**config.mk**
```make
export PLATFORM = sky130hd
export DESIGN_NAME = fault_reaction_wake_timers
export DESIGN_NICKNAME = d
export VERILOG_FILES = /design/src/verilog/fault_reaction_wake_timers.v
export VERILOG_INCLUDE_DIRS = /design/src /design/src/verilog
export SDC_FILE = /design/constraint.sdc
export NUM_CORES = 1
export LEC_CHECK = 0
export BUFFER_PORTS_ARGS = -buffer_cell sky130_fd_sc_hd__buf_2
export CAP_MARGIN = 15
export CORE_AREA = 3 3 149 151
export CTS_CLUSTER_DIAMETER = 150
export DETAILED_ROUTE_END_ITERATION = 10
export DIE_AREA = 0 0 152 154
export HOLD_SLACK_MARGIN = 0.03
export PLACE_DENSITY = 0.73
export SLEW_MARGIN = 40
export SYNTH_ARGS = -nofsm -noshare
export SYNTH_HDL_FRONTEND = slang
export SYNTH_SLANG_ARGS = --single-unit
```
**constraint.sdc**
```tcl
create_clock -name clk_sys -period 5.25 [get_ports clk_sys]
set_input_delay 0 -clock clk_sys [delete_from_list [all_inputs] [get_ports clk_sys]]
set_output_delay 0 -clock clk_sys [all_outputs]
set_load 0.005 [all_outputs]
```
**src/verilog/fault_wake_regs.vh**
```
`ifndef FAULT_WAKE_REGS_VH
`define FAULT_WAKE_REGS_VH

`define OFS_CTRL        5'h00
`define OFS_DEV_STATE   5'h04
`define OFS_HS_SETUP    5'h08
`define OFS_TIMER       5'h0C
`define OFS_WAKE_STAT   5'h10
`define OFS_FAULT_STAT  5'h14
`define OFS_WAKE_LEVEL  5'h18
`define OFS_IRQ_MASK    5'h1C

`define CTRL_OV_FS      2
`define CTRL_STATIC_EN  3
`define CTRL_SENSE_EN   4
`define CTRL_CWAKE_EN   5
`define HS_INIT_HIGH    0
`define HS_MAP_TIMER    1
`define HS_PIN_IS_FAIL  2
`define WS_CWAKE        8
`define WS_CMD_FAIL     9
`define DEV_FAILURE     8

`define REQ_NORMAL      2'h1
`define REQ_STOP        2'h2
`define REQ_SLEEP       2'h3

`define FAIL_LIMIT      3'h4
`define RESTART_NS      10000
`define CLK_NS          10
`define PERIOD_CYCLES   1000000
`define ON_CYCLES       10000
`define MASK_RESET      32'h0000_03FF
`endif

```
**src/verilog/fault_reaction_wake_timers.v**
```verilog
`timescale 1ns/1ps
`include "fault_wake_regs.vh"
module fault_reaction_wake_timers #(
  parameter        WAKE_N        = 4,
  parameter [31:0] PERIOD_CYCLES = `PERIOD_CYCLES,
  parameter [31:0] ON_CYCLES     = `ON_CYCLES
) (
  // clock and reset
  input  wire              clk_sys,
  input  wire              rst_n,
  // avalon-mm slave
  input  wire [4:0]        address,
  input  wire              read,
  input  wire              write,
  input  wire [31:0]       writedata,
  output reg  [31:0]       readdata,
  output reg               waitrequest,
  // fault events, same clock, one-cycle pulses
  input  wire              can_fault,
  input  wire              bridge_fault,
  input  wire              hs_fault,
  input  wire              drain_source_fault,
  input  wire              regulator_uv,
  input  wire              regulator_ov,
  input  wire              regulator_short,
  input  wire              thermal_shutdown_level_two,
  input  wire              hs_overload,
  input  wire              watchdog_fail,
  input  wire              watchdog_ok,
  // wake pins, asynchronous
  input  wire [WAKE_N-1:0] wake_input,
  // host side pins
  output reg               interrupt_out_n,
  output reg               reset_out_n,
  output reg               regulator_enable,
  // fail indication
  output reg               fail_output,
  output reg               fail_or_second_wake_out,
  output reg               fail_or_second_wake_oe,
  // sensing high side
  output reg               high_side_output
);
  localparam [4:0] M_NORMAL  = 5'h01;
  localparam [4:0] M_STOP    = 5'h02;
  localparam [4:0] M_SLEEP   = 5'h04;
  localparam [4:0] M_RESTART = 5'h08;
  localparam [4:0] M_FAIL    = 5'h10;
  localparam integer RST_CYC_I = (`RESTART_NS + `CLK_NS - 1) / `CLK_NS;
  localparam [15:0] RESTART_CYCLES = RST_CYC_I[15:0];

  reg  [4:0]        mode;
  reg  [4:0]        next_mode;
  reg  [5:0]        ctrl;
  reg  [2:0]        hs_setup;
  reg  [2:0]        per_code;
  reg  [2:0]        on_code;
  reg  [WAKE_N-1:0] wake_flag;
  reg               cwake_flag;
  reg               cmd_fail;
  reg  [3:0]        fault_flag;
  reg  [WAKE_N-1:0] level_stat;
  reg  [31:0]       irq_mask;
  reg               failure;
  reg  [2:0]        wd_count;
  reg  [2:0]        uv_count;
  reg  [15:0]       rst_cnt;
  reg  [31:0]       tcnt;
  reg               first_start;
  reg               hs_off;
  reg  [WAKE_N-1:0] last_sample;
  reg  [WAKE_N-1:0] s1;
  reg  [WAKE_N-1:0] s2;
  reg  [WAKE_N-1:0] s3;
  reg  [WAKE_N-1:0] stable;

  // an access completes in the one cycle that waitrequest is low
  wire acc   = (read | write) & ~waitrequest;
  wire wr    = write & acc;
  wire [31:0] wd = writedata;

  // timer geometry
  wire [31:0] per_len = ({29'h0, per_code} + 32'h1) * PERIOD_CYCLES;
  wire [31:0] on_len  = {29'h0, on_code} * ON_CYCLES;
  // on-time codes 0, 6 and 7 leave both timer functions stopped
  wire on_valid = (on_code != 3'h0) && (on_code != 3'h6) && (on_code != 3'h7);
  wire [31:0] wr_per = ({29'h0, wd[2:0]} + 32'h1) * PERIOD_CYCLES;
  wire [31:0] wr_on  = {29'h0, wd[6:4]} * ON_CYCLES;
  wire on_start = on_valid && (tcnt == 32'h0);
  wire on_phase = on_valid && (tcnt < on_len);
  // one sample point only, at the end of the on-time; changes after it wait a period
  wire sample   = on_valid && (tcnt == on_len - 32'h1);

  wire sensing = ctrl[`CTRL_SENSE_EN] && on_valid && (mode != M_FAIL);
  wire static_mode = ctrl[`CTRL_STATIC_EN] || (mode == M_FAIL);
  wire cwake_on = ctrl[`CTRL_CWAKE_EN] && on_valid && (mode != M_FAIL);

  // synchronised level, accepted when stages two and three agree
  genvar gi;
  generate
    for (gi = 0; gi < WAKE_N; gi = gi + 1) begin : g_sync
      always @(posedge clk_sys or negedge rst_n) begin
        if (!rst_n) begin
          stable[gi] <= 1'b0;
        end else if (s2[gi] == s3[gi]) begin
          stable[gi] <= s3[gi];
        end
      end
    end
  endgenerate

  always @(posedge clk_sys or negedge rst_n) begin
    if (!rst_n) begin
      s1 <= {WAKE_N{1'b0}};
      s2 <= {WAKE_N{1'b0}};
      s3 <= {WAKE_N{1'b0}};
    end else begin
      s1 <= wake_input;
      s2 <= s1;
      s3 <= s2;
    end
  end

  // wake detection
  // cleared to the idle low level, so leaving reset makes no false edge
  reg  [WAKE_N-1:0] stable_d;
  wire [WAKE_N-1:0] static_edge = (stable ^ stable_d) & {WAKE_N{static_mode & ~sensing}};
  wire [WAKE_N-1:0] sense_chg = (stable ^ last_sample) & {WAKE_N{sensing & sample}};
  wire cwake_evt = cwake_on && on_start && !first_start;
  wire wake_evt = (|static_edge) | (|sense_chg) | cwake_evt;

  // fail-safe and restart causes
  wire active = (mode == M_NORMAL) || (mode == M_STOP);
  wire ov_fs = regulator_ov & ctrl[`CTRL_OV_FS];
  wire wd_limit = watchdog_fail && (wd_count == `FAIL_LIMIT - 3'h1);
  wire uv_limit = regulator_uv && (uv_count == `FAIL_LIMIT - 3'h1);
  // fail-safe causes outrank restart causes in normal, stop, sleep and restart
  wire go_fail = (mode != M_FAIL) &&
                 (thermal_shutdown_level_two | regulator_short | ov_fs |
                  (active & (wd_limit | uv_limit)));
  wire go_restart = active &&
                    (regulator_uv | watchdog_fail | (regulator_ov & ~ctrl[`CTRL_OV_FS]));
  wire any_src = ctrl[`CTRL_STATIC_EN] | (ctrl[`CTRL_SENSE_EN] & on_valid) | cwake_on;
  wire flags_set = (|wake_flag) | cwake_flag | fault_flag[3];
  wire mode_wr = wr && (address == `OFS_CTRL);
  wire sleep_req = mode_wr && (wd[1:0] == `REQ_SLEEP) && active;
  // pending wake or drain-source flags would wake the device at once
  wire sleep_bad = sleep_req && ((mode == M_STOP) || !any_src || flags_set);

  always @* begin
    next_mode = mode;
    case (mode)
      M_NORMAL, M_STOP: begin
        if (go_fail) begin
          next_mode = M_FAIL;
        end else if (go_restart || sleep_bad) begin
          next_mode = M_RESTART;
        end else if (sleep_req) begin
          next_mode = M_SLEEP;
        end else if (mode_wr && wd[1:0] == `REQ_STOP) begin
          next_mode = M_STOP;
        end else if (mode_wr && wd[1:0] == `REQ_NORMAL) begin
          next_mode = M_NORMAL;
        end
      end
      M_SLEEP: begin
        if (go_fail) begin
          next_mode = M_FAIL;
        end else if (wake_evt || regulator_uv || regulator_ov) begin
          next_mode = M_RESTART;
        end
      end
      // reset stays asserted for the whole restart count
      M_RESTART: begin
        if (go_fail) begin
          next_mode = M_FAIL;
        end else if (rst_cnt == RESTART_CYCLES - 16'h1) begin
          next_mode = M_NORMAL;
        end
      end
      M_FAIL: begin
        // a thermal shutdown seen in the same cycle keeps fail-safe
        if (wake_evt && !thermal_shutdown_level_two) begin
          next_mode = M_RESTART;
        end
      end
      default: next_mode = M_RESTART;
    endcase
  end

  always @(posedge clk_sys or negedge rst_n) begin
    if (!rst_n) begin
      mode    <= M_RESTART;
      rst_cnt <= 16'h0;
      failure <= 1'b0;
    end else begin
      mode <= next_mode;
      if (mode == M_RESTART && next_mode == M_RESTART) begin
        rst_cnt <= rst_cnt + 16'h1;
      end else begin
        rst_cnt <= 16'h0;
      end
      if (mode == M_FAIL && next_mode != M_FAIL) begin
        failure <= 1'b1;
      end else if (wr && address == `OFS_DEV_STATE && wd[`DEV_FAILURE]) begin
        failure <= 1'b0;
      end
    end
  end

  // consecutive counters; a good watchdog trigger proves a healthy run
  always @(posedge clk_sys or negedge rst_n) begin
    if (!rst_n) begin
      wd_count <= 3'h0;
      uv_count <= 3'h0;
    end else if (next_mode == M_FAIL) begin
      wd_count <= 3'h0;
      uv_count <= 3'h0;
    end else begin
      if (watchdog_fail && active) begin
        wd_count <= wd_count + 3'h1;
      end else if (watchdog_ok) begin
        wd_count <= 3'h0;
      end
      if (regulator_uv && active) begin
        uv_count <= uv_count + 3'h1;
      end else if (watchdog_ok) begin
        uv_count <= 3'h0;
      end
    end
  end

  // timer and high side
  // dropping the on code on fail-safe entry stops both timer functions
  wire fail_entry = (next_mode == M_FAIL) && (mode != M_FAIL);
  wire timer_wr = wr && (address == `OFS_TIMER);
  always @(posedge clk_sys or negedge rst_n) begin
    if (!rst_n) begin
      tcnt             <= 32'h0;
      first_start      <= 1'b1;
      hs_off           <= 1'b0;
      last_sample      <= {WAKE_N{1'b0}};
      stable_d         <= {WAKE_N{1'b0}};
      high_side_output <= 1'b0;
    end else begin
      stable_d <= stable;
      // a timer write restarts the count and re-arms the first-start skip
      if (timer_wr || !on_valid) begin
        tcnt        <= 32'h0;
        first_start <= 1'b1;
      end else begin
        tcnt <= (tcnt >= per_len - 32'h1) ? 32'h0 : tcnt + 32'h1;
        if (on_start) begin
          first_start <= 1'b0;
        end
      end
      // a disabled switch stays off until the host rewrites the timer
      if (fail_entry) begin
        hs_off <= 1'b1;
      end else if ((mode != M_FAIL) && (hs_overload | regulator_uv | regulator_ov)) begin
        hs_off <= 1'b1;
      end else if (timer_wr) begin
        hs_off <= 1'b0;
      end
      // the reference level follows a timer write, so starting cannot wake
      if (timer_wr) begin
        last_sample <= stable;
      end else if (sensing && sample) begin
        last_sample <= stable;
      end
      if (hs_off || mode == M_FAIL) begin
        high_side_output <= 1'b0;
      end else if (sensing && hs_setup[`HS_MAP_TIMER]) begin
        high_side_output <= on_phase ? 1'b1 : hs_setup[`HS_INIT_HIGH];
      end else begin
        high_side_output <= hs_setup[`HS_INIT_HIGH];
      end
    end
  end

  // register writes; hardware set wins over software clear
  wire wake_clr  = wr && (address == `OFS_WAKE_STAT);
  wire fault_clr = wr && (address == `OFS_FAULT_STAT);
  // these faults only flag and interrupt; the mode is left alone
  wire [3:0] fault_set = {drain_source_fault, hs_fault, bridge_fault, can_fault};
  wire cmd_bad = timer_wr && (wr_on > wr_per);
  always @(posedge clk_sys or negedge rst_n) begin
    if (!rst_n) begin
      ctrl       <= 6'h0;
      hs_setup   <= 3'h0;
      per_code   <= 3'h0;
      on_code    <= 3'h0;
      wake_flag  <= {WAKE_N{1'b0}};
      cwake_flag <= 1'b0;
      cmd_fail   <= 1'b0;
      fault_flag <= 4'h0;
      level_stat <= {WAKE_N{1'b0}};
      irq_mask   <= `MASK_RESET;
    end else begin
      if (mode_wr) begin
        ctrl <= wd[5:0];
      end
      if (wr && address == `OFS_HS_SETUP) begin
        hs_setup <= wd[2:0];
      end
      if (fail_entry) begin
        on_code <= 3'h0;
      end else if (timer_wr) begin
        per_code <= wd[2:0];
        on_code  <= wd[6:4];
      end
      if (wr && address == `OFS_IRQ_MASK) begin
        irq_mask <= wd;
      end
      wake_flag <= (wake_flag & ~({WAKE_N{wake_clr}} & wd[WAKE_N-1:0]))
                   | static_edge | sense_chg;
      cwake_flag <= (cwake_flag & ~(wake_clr & wd[`WS_CWAKE])) | cwake_evt;
      // a sleep request refused in stop mode or with no wake source counts as a command failure too
      cmd_fail <= (cmd_fail & ~(wake_clr & wd[`WS_CMD_FAIL])) | cmd_bad
                  | (sleep_req & (mode == M_STOP | ~any_src));
      fault_flag <= (fault_flag & ~({4{fault_clr}} & wd[3:0])) | fault_set;
      // outside active sensing the level register follows the pins
      if (sensing && active) begin
        if (sample) begin
          level_stat <= stable;
        end
      end else begin
        level_stat <= stable;
      end
    end
  end

  // pins and bus
  wire [31:0] irq_src = {22'h0, cmd_fail, cwake_flag, fault_flag, wake_flag};
  wire fail_active = (mode == M_FAIL) || failure;
  // judged on the mode being entered, so it never falls while reset goes low
  wire next_active = (next_mode == M_NORMAL) || (next_mode == M_STOP);
  always @(posedge clk_sys or negedge rst_n) begin
    if (!rst_n) begin
      waitrequest             <= 1'b1;
      readdata                <= 32'h0;
      interrupt_out_n         <= 1'b1;
      reset_out_n             <= 1'b0;
      regulator_enable        <= 1'b1;
      fail_output             <= 1'b0;
      fail_or_second_wake_out <= 1'b0;
      fail_or_second_wake_oe  <= 1'b0;
    end else begin
      // exactly one wait state, then high again for one idle cycle
      waitrequest <= ~((read | write) & waitrequest);
      // read data is launched with the wait state so it stands while waitrequest is low
      if (read & waitrequest) begin
        case (address)
          `OFS_CTRL:       readdata <= {26'h0, ctrl};
          `OFS_DEV_STATE:  readdata <= {17'h0, uv_count, wd_count, failure, 3'h0, mode};
          `OFS_HS_SETUP:   readdata <= {29'h0, hs_setup};
          `OFS_TIMER:      readdata <= {25'h0, on_code, 1'b0, per_code};
          `OFS_WAKE_STAT:  readdata <= {22'h0, cmd_fail, cwake_flag, 4'h0, wake_flag};
          `OFS_FAULT_STAT: readdata <= {28'h0, fault_flag};
          `OFS_WAKE_LEVEL: readdata <= {28'h0, level_stat};
          `OFS_IRQ_MASK:   readdata <= irq_mask;
          default:         readdata <= 32'h0;
        endcase
      end
      // interrupt only reaches a running host
      interrupt_out_n <= ~(next_active && |(irq_src & irq_mask));
      // reset and regulator pins follow next_mode so they switch together with the mode register
      reset_out_n <= ~((next_mode == M_RESTART) || (next_mode == M_FAIL));
      regulator_enable <= (next_mode != M_SLEEP) && (next_mode != M_FAIL);
      fail_output <= fail_active;
      fail_or_second_wake_out <= 1'b0;
      fail_or_second_wake_oe  <= fail_active & hs_setup[`HS_PIN_IS_FAIL];
    end
  end
endmodule

```
==> run summary <==
Status = complete, no violations
Initial drt markers = 646
Final Max Tran Viols = 0
Cell depth of the worst min-delay path = 3
CTS tree = yes
Routed WL = 28300 um
Number of library cell types mapped by synthesis = 79
Setup TNS = 0 ns
Wire length on met2 = 13300 um
Wire length per cell = 17.7 um
Hold Startpoint = regulator_ov
TritonRoute pass-1 iters = 6
Cell Area, Synth = 11500 sq um
Fill cells = 1708
Area Overhead vs Synth = 17.1%
Vias per cell = 5.81
Initial antenna violation count = 3
Post-synth top flop = dfrtp_1
Final hold vios = 0
Setup slack after layout = 0.373 ns
Crit path DAT = 5.21 ns
Post-DP HPWL = 20400 um
Layout cells sized above 1 = 15.5%
EDFF count, synth = 0
Max Used Layer = met5
Gr usage total = 24.4%
Die Y = 154 um
Worst-path clk slew = 0.07 ns
Delay of the slowest critical-path stage = 0.52 ns
Root Buffer = clkbuf_16
# Max-Cap Violations = 0
Cell chain of the critical path = ha_4 > xor2_1 > buf_4 > fa_1 > fa_1 > inv_1 > ha_1 > a21o_1 > a21oi_1 > o21ai_0 > a21oi_1 > xor2_1 > ha_1 > nand4_1 > nor2_1 > a2111oi_0 > o2111ai_1 > buf_4 > a211oi_1
Setup CP Type = flop to flop
Rel. slew slack = 49.4%
Worst Max-Slew Pin Slew = 0.755 ns
Rows = 53
Worst-skew pair later-pin latency = 0.43 ns
Worst r2r path cells = 19
Period utilization = 92.9%
CP startpoint kind = flop
Met1 WL = 12600 um
Final core occ = 64.1%
Largest net degree at the start of global routing = 131
Leak Pwr = 6.16 nW
Ports = 96
CTS max path bufs = 2
Routed wl met3 = 1810 um
Crit path capture type = flop
Core area = 21000 sq um
Hold Path Class = input port to flop
Max VDD drop = 0.200 mV
FF-to-FF Start = per_code[1]$_DFFE_PN0P_
Dpl ws = 0.255 ns
Num Clock Sinks = 186
Slowest CP cell = fa_1
Vias in the first global route = 9280
R2R Setup Slk = 0.37 ns
Setup Viol. Count Final = 0
CP required = 5.58 ns
IO Port Bufs = 94
Final Non-Filler Cells = 1596
Routability Congestion = 0.883
RR Endpoint = tcnt[5]$_DFF_PN0_
Die width = 152 um
Post-Syn Area per Cell = 9.84 sq um
Num CTS Buffers = 17
Synth Register Bits = 186
Via count = 9274
Mapped Cells = 1166
Inst Count DP = 1506
Die area = 23400 sq um
PD cells = 335 nW/um^2
NumNets Final = 1475
Initial Util = 54.8%
H-tree levels = 4
First-pass GRT wire length = 46900 um
Max Freq = 205 MHz
Asr flop ratio synth = 100%
Crit path max fanout = 25
Hold endpoint = rst_cnt[14]$_DFF_PN0_
Synth Warn # = 0
Drt drc = 0
Gr ovfl total = 0
Post-route ant nets = 0
Clk_skew = 0.00809 ns
Crit path time final = 4.88 ns
RSZ-0062 raised after global routing = false
Sequential area share after synthesis = 40.7%
==> repair_timing <==
action / 4_1_cts / 5_1_grt
resized for setup: 0 / 4
setup buffers: 0 / 0
endpoints found under the setup margin: 0 / 25
hold buffers: 56 / 0
hold endpoints to repair: 186 / 0
==> where the power goes <==
group,total [W],internal [W],switching [W]
logic,0.00151,0.000667,0.000845
clock network,0.00133,0.000727,0.000605
registers,0.00166,0.00155,0.000111
total,0.00450,0.00294,0.00156
==> cells in the final DEF (no fill, tap or decap), types with 10 or more instances in the layout <==
cell type	count
dfrtp_1	170
inv_1	60
o21ai_0	64
buf_2	93
a22oi_1	19
dfstp_2	15
xor2_1	33
nor3_1	17
buf_4	13
clkbuf_16	18
nand3_1	37
ha_1	95
mux2_2	33
nor2b_1	14
a21oi_1	35
nand2_1	130
xnor2_1	45
nor4_1	12
nor2_1	73
a211oi_1	33
dlygate4sd3_1	56
fa_1	16
and2_1	10
nand4_1	24
a21o_1	25
and3_1	13
==> synth_stat cells, types with 35 or more instances <==
master,number,area (sq um)
xnor2_1,45,394
nand3_1,37,185
o21ai_0,64,320
a21oi_1,35,175
clkbuf_1,38,143
ha_1,97,1210
nand2_1,130,488
inv_1,60,225
nor2_1,73,274
dfrtp_1,171,4280
==> state kept, by name, summed over array words and instances (netlist names), 4 cells and up <==
register,flops
rst_cnt,16
s2,4
fault_flag,4
ctrl,6
wake_flag,4
stable_d,4
last_sample,4
mode,5
irq_mask,32
readdata,32
tcnt,32
s1,4
stable,4
s3,4
level_stat,4
==> metal layers <==
metal | track usage (%) | up-vias
met4 | 7.41 | 2
met5 | 0 | -
li1 | - | 4421
met1 | 33.1 | 4474
met2 | 39.4 | 330
met3 | 5.35 | 47
==> metrics by stage <==
step / power (W) / hold slack (ns) / area (sq um)
after floorplan: 0.00271 / -0.296 / 11500
after global placement: 0.00305 / 0.108 / 12200
after global routing: 0.00479 / 0.0586 / 13400
final: 0.00450 / 0.0509 / 13400
after detailed placement: 0.00313 / 0.0532 / 12200
after CTS: 0.00450 / 0.0413 / 13400
==> how the worst max path moves through the flow <==
stage | from | end | slack, ns
CTS | per_code[0]$_DFFE_PN0P_ | tcnt[5]$_DFF_PN0_ | 0.20
floorplan | per_code[0]$_DFFE_PN0P_ | tcnt[10]$_DFF_PN0_ | 0.15
global placement | per_code[0]$_DFFE_PN0P_ | tcnt[19]$_DFF_PN0_ | 0.49
finish | per_code[1]$_DFFE_PN0P_ | tcnt[5]$_DFF_PN0_ | 0.37
detailed placement | per_code[0]$_DFFE_PN0P_ | tcnt[5]$_DFF_PN0_ | 0.25
global route | per_code[1]$_DFFE_PN0P_ | tcnt[4]$_DFF_PN0_ | 0.03
==> cells by family after synthesis <==
group,count (synthesis),share of synthesized area [%]
other cells,2,0.0654
flops,186,40.7
simple gates,378,16.5
compound gates,249,14.5
buf+inv,109,3.70
xor+xnor,80,6.29
mux,45,4.48
fa+ha+maj,117,13.7
==> worst max-delay path, delay by kind of cell (launching register included) <==
kind | cells | cell delay, ns
adder cells (fa/ha/maj) | 5 | 1.85
AND/OR/NAND/NOR | 2 | 0.20
flip-flops | 1 | 0.48
buffers and inverters | 3 | 0.50
AO/OA/AOI/OAI | 7 | 1.43
XOR/XNOR | 2 | 0.32
==> layout make-up <==
cell class	count	area (sq um)	share of cell area (%)
multi-input cells	878	6430	47.9
repair buffers	163	1150	8.55
well taps	275	344	2.56
clock buffers	19	433	3.22
flip-flops and latches	186	4670	34.8
diodes	2	5.00	0.0372
clock inverters	13	174	1.29
inverters	60	225	1.68
(Power assumes the default switching activity.)
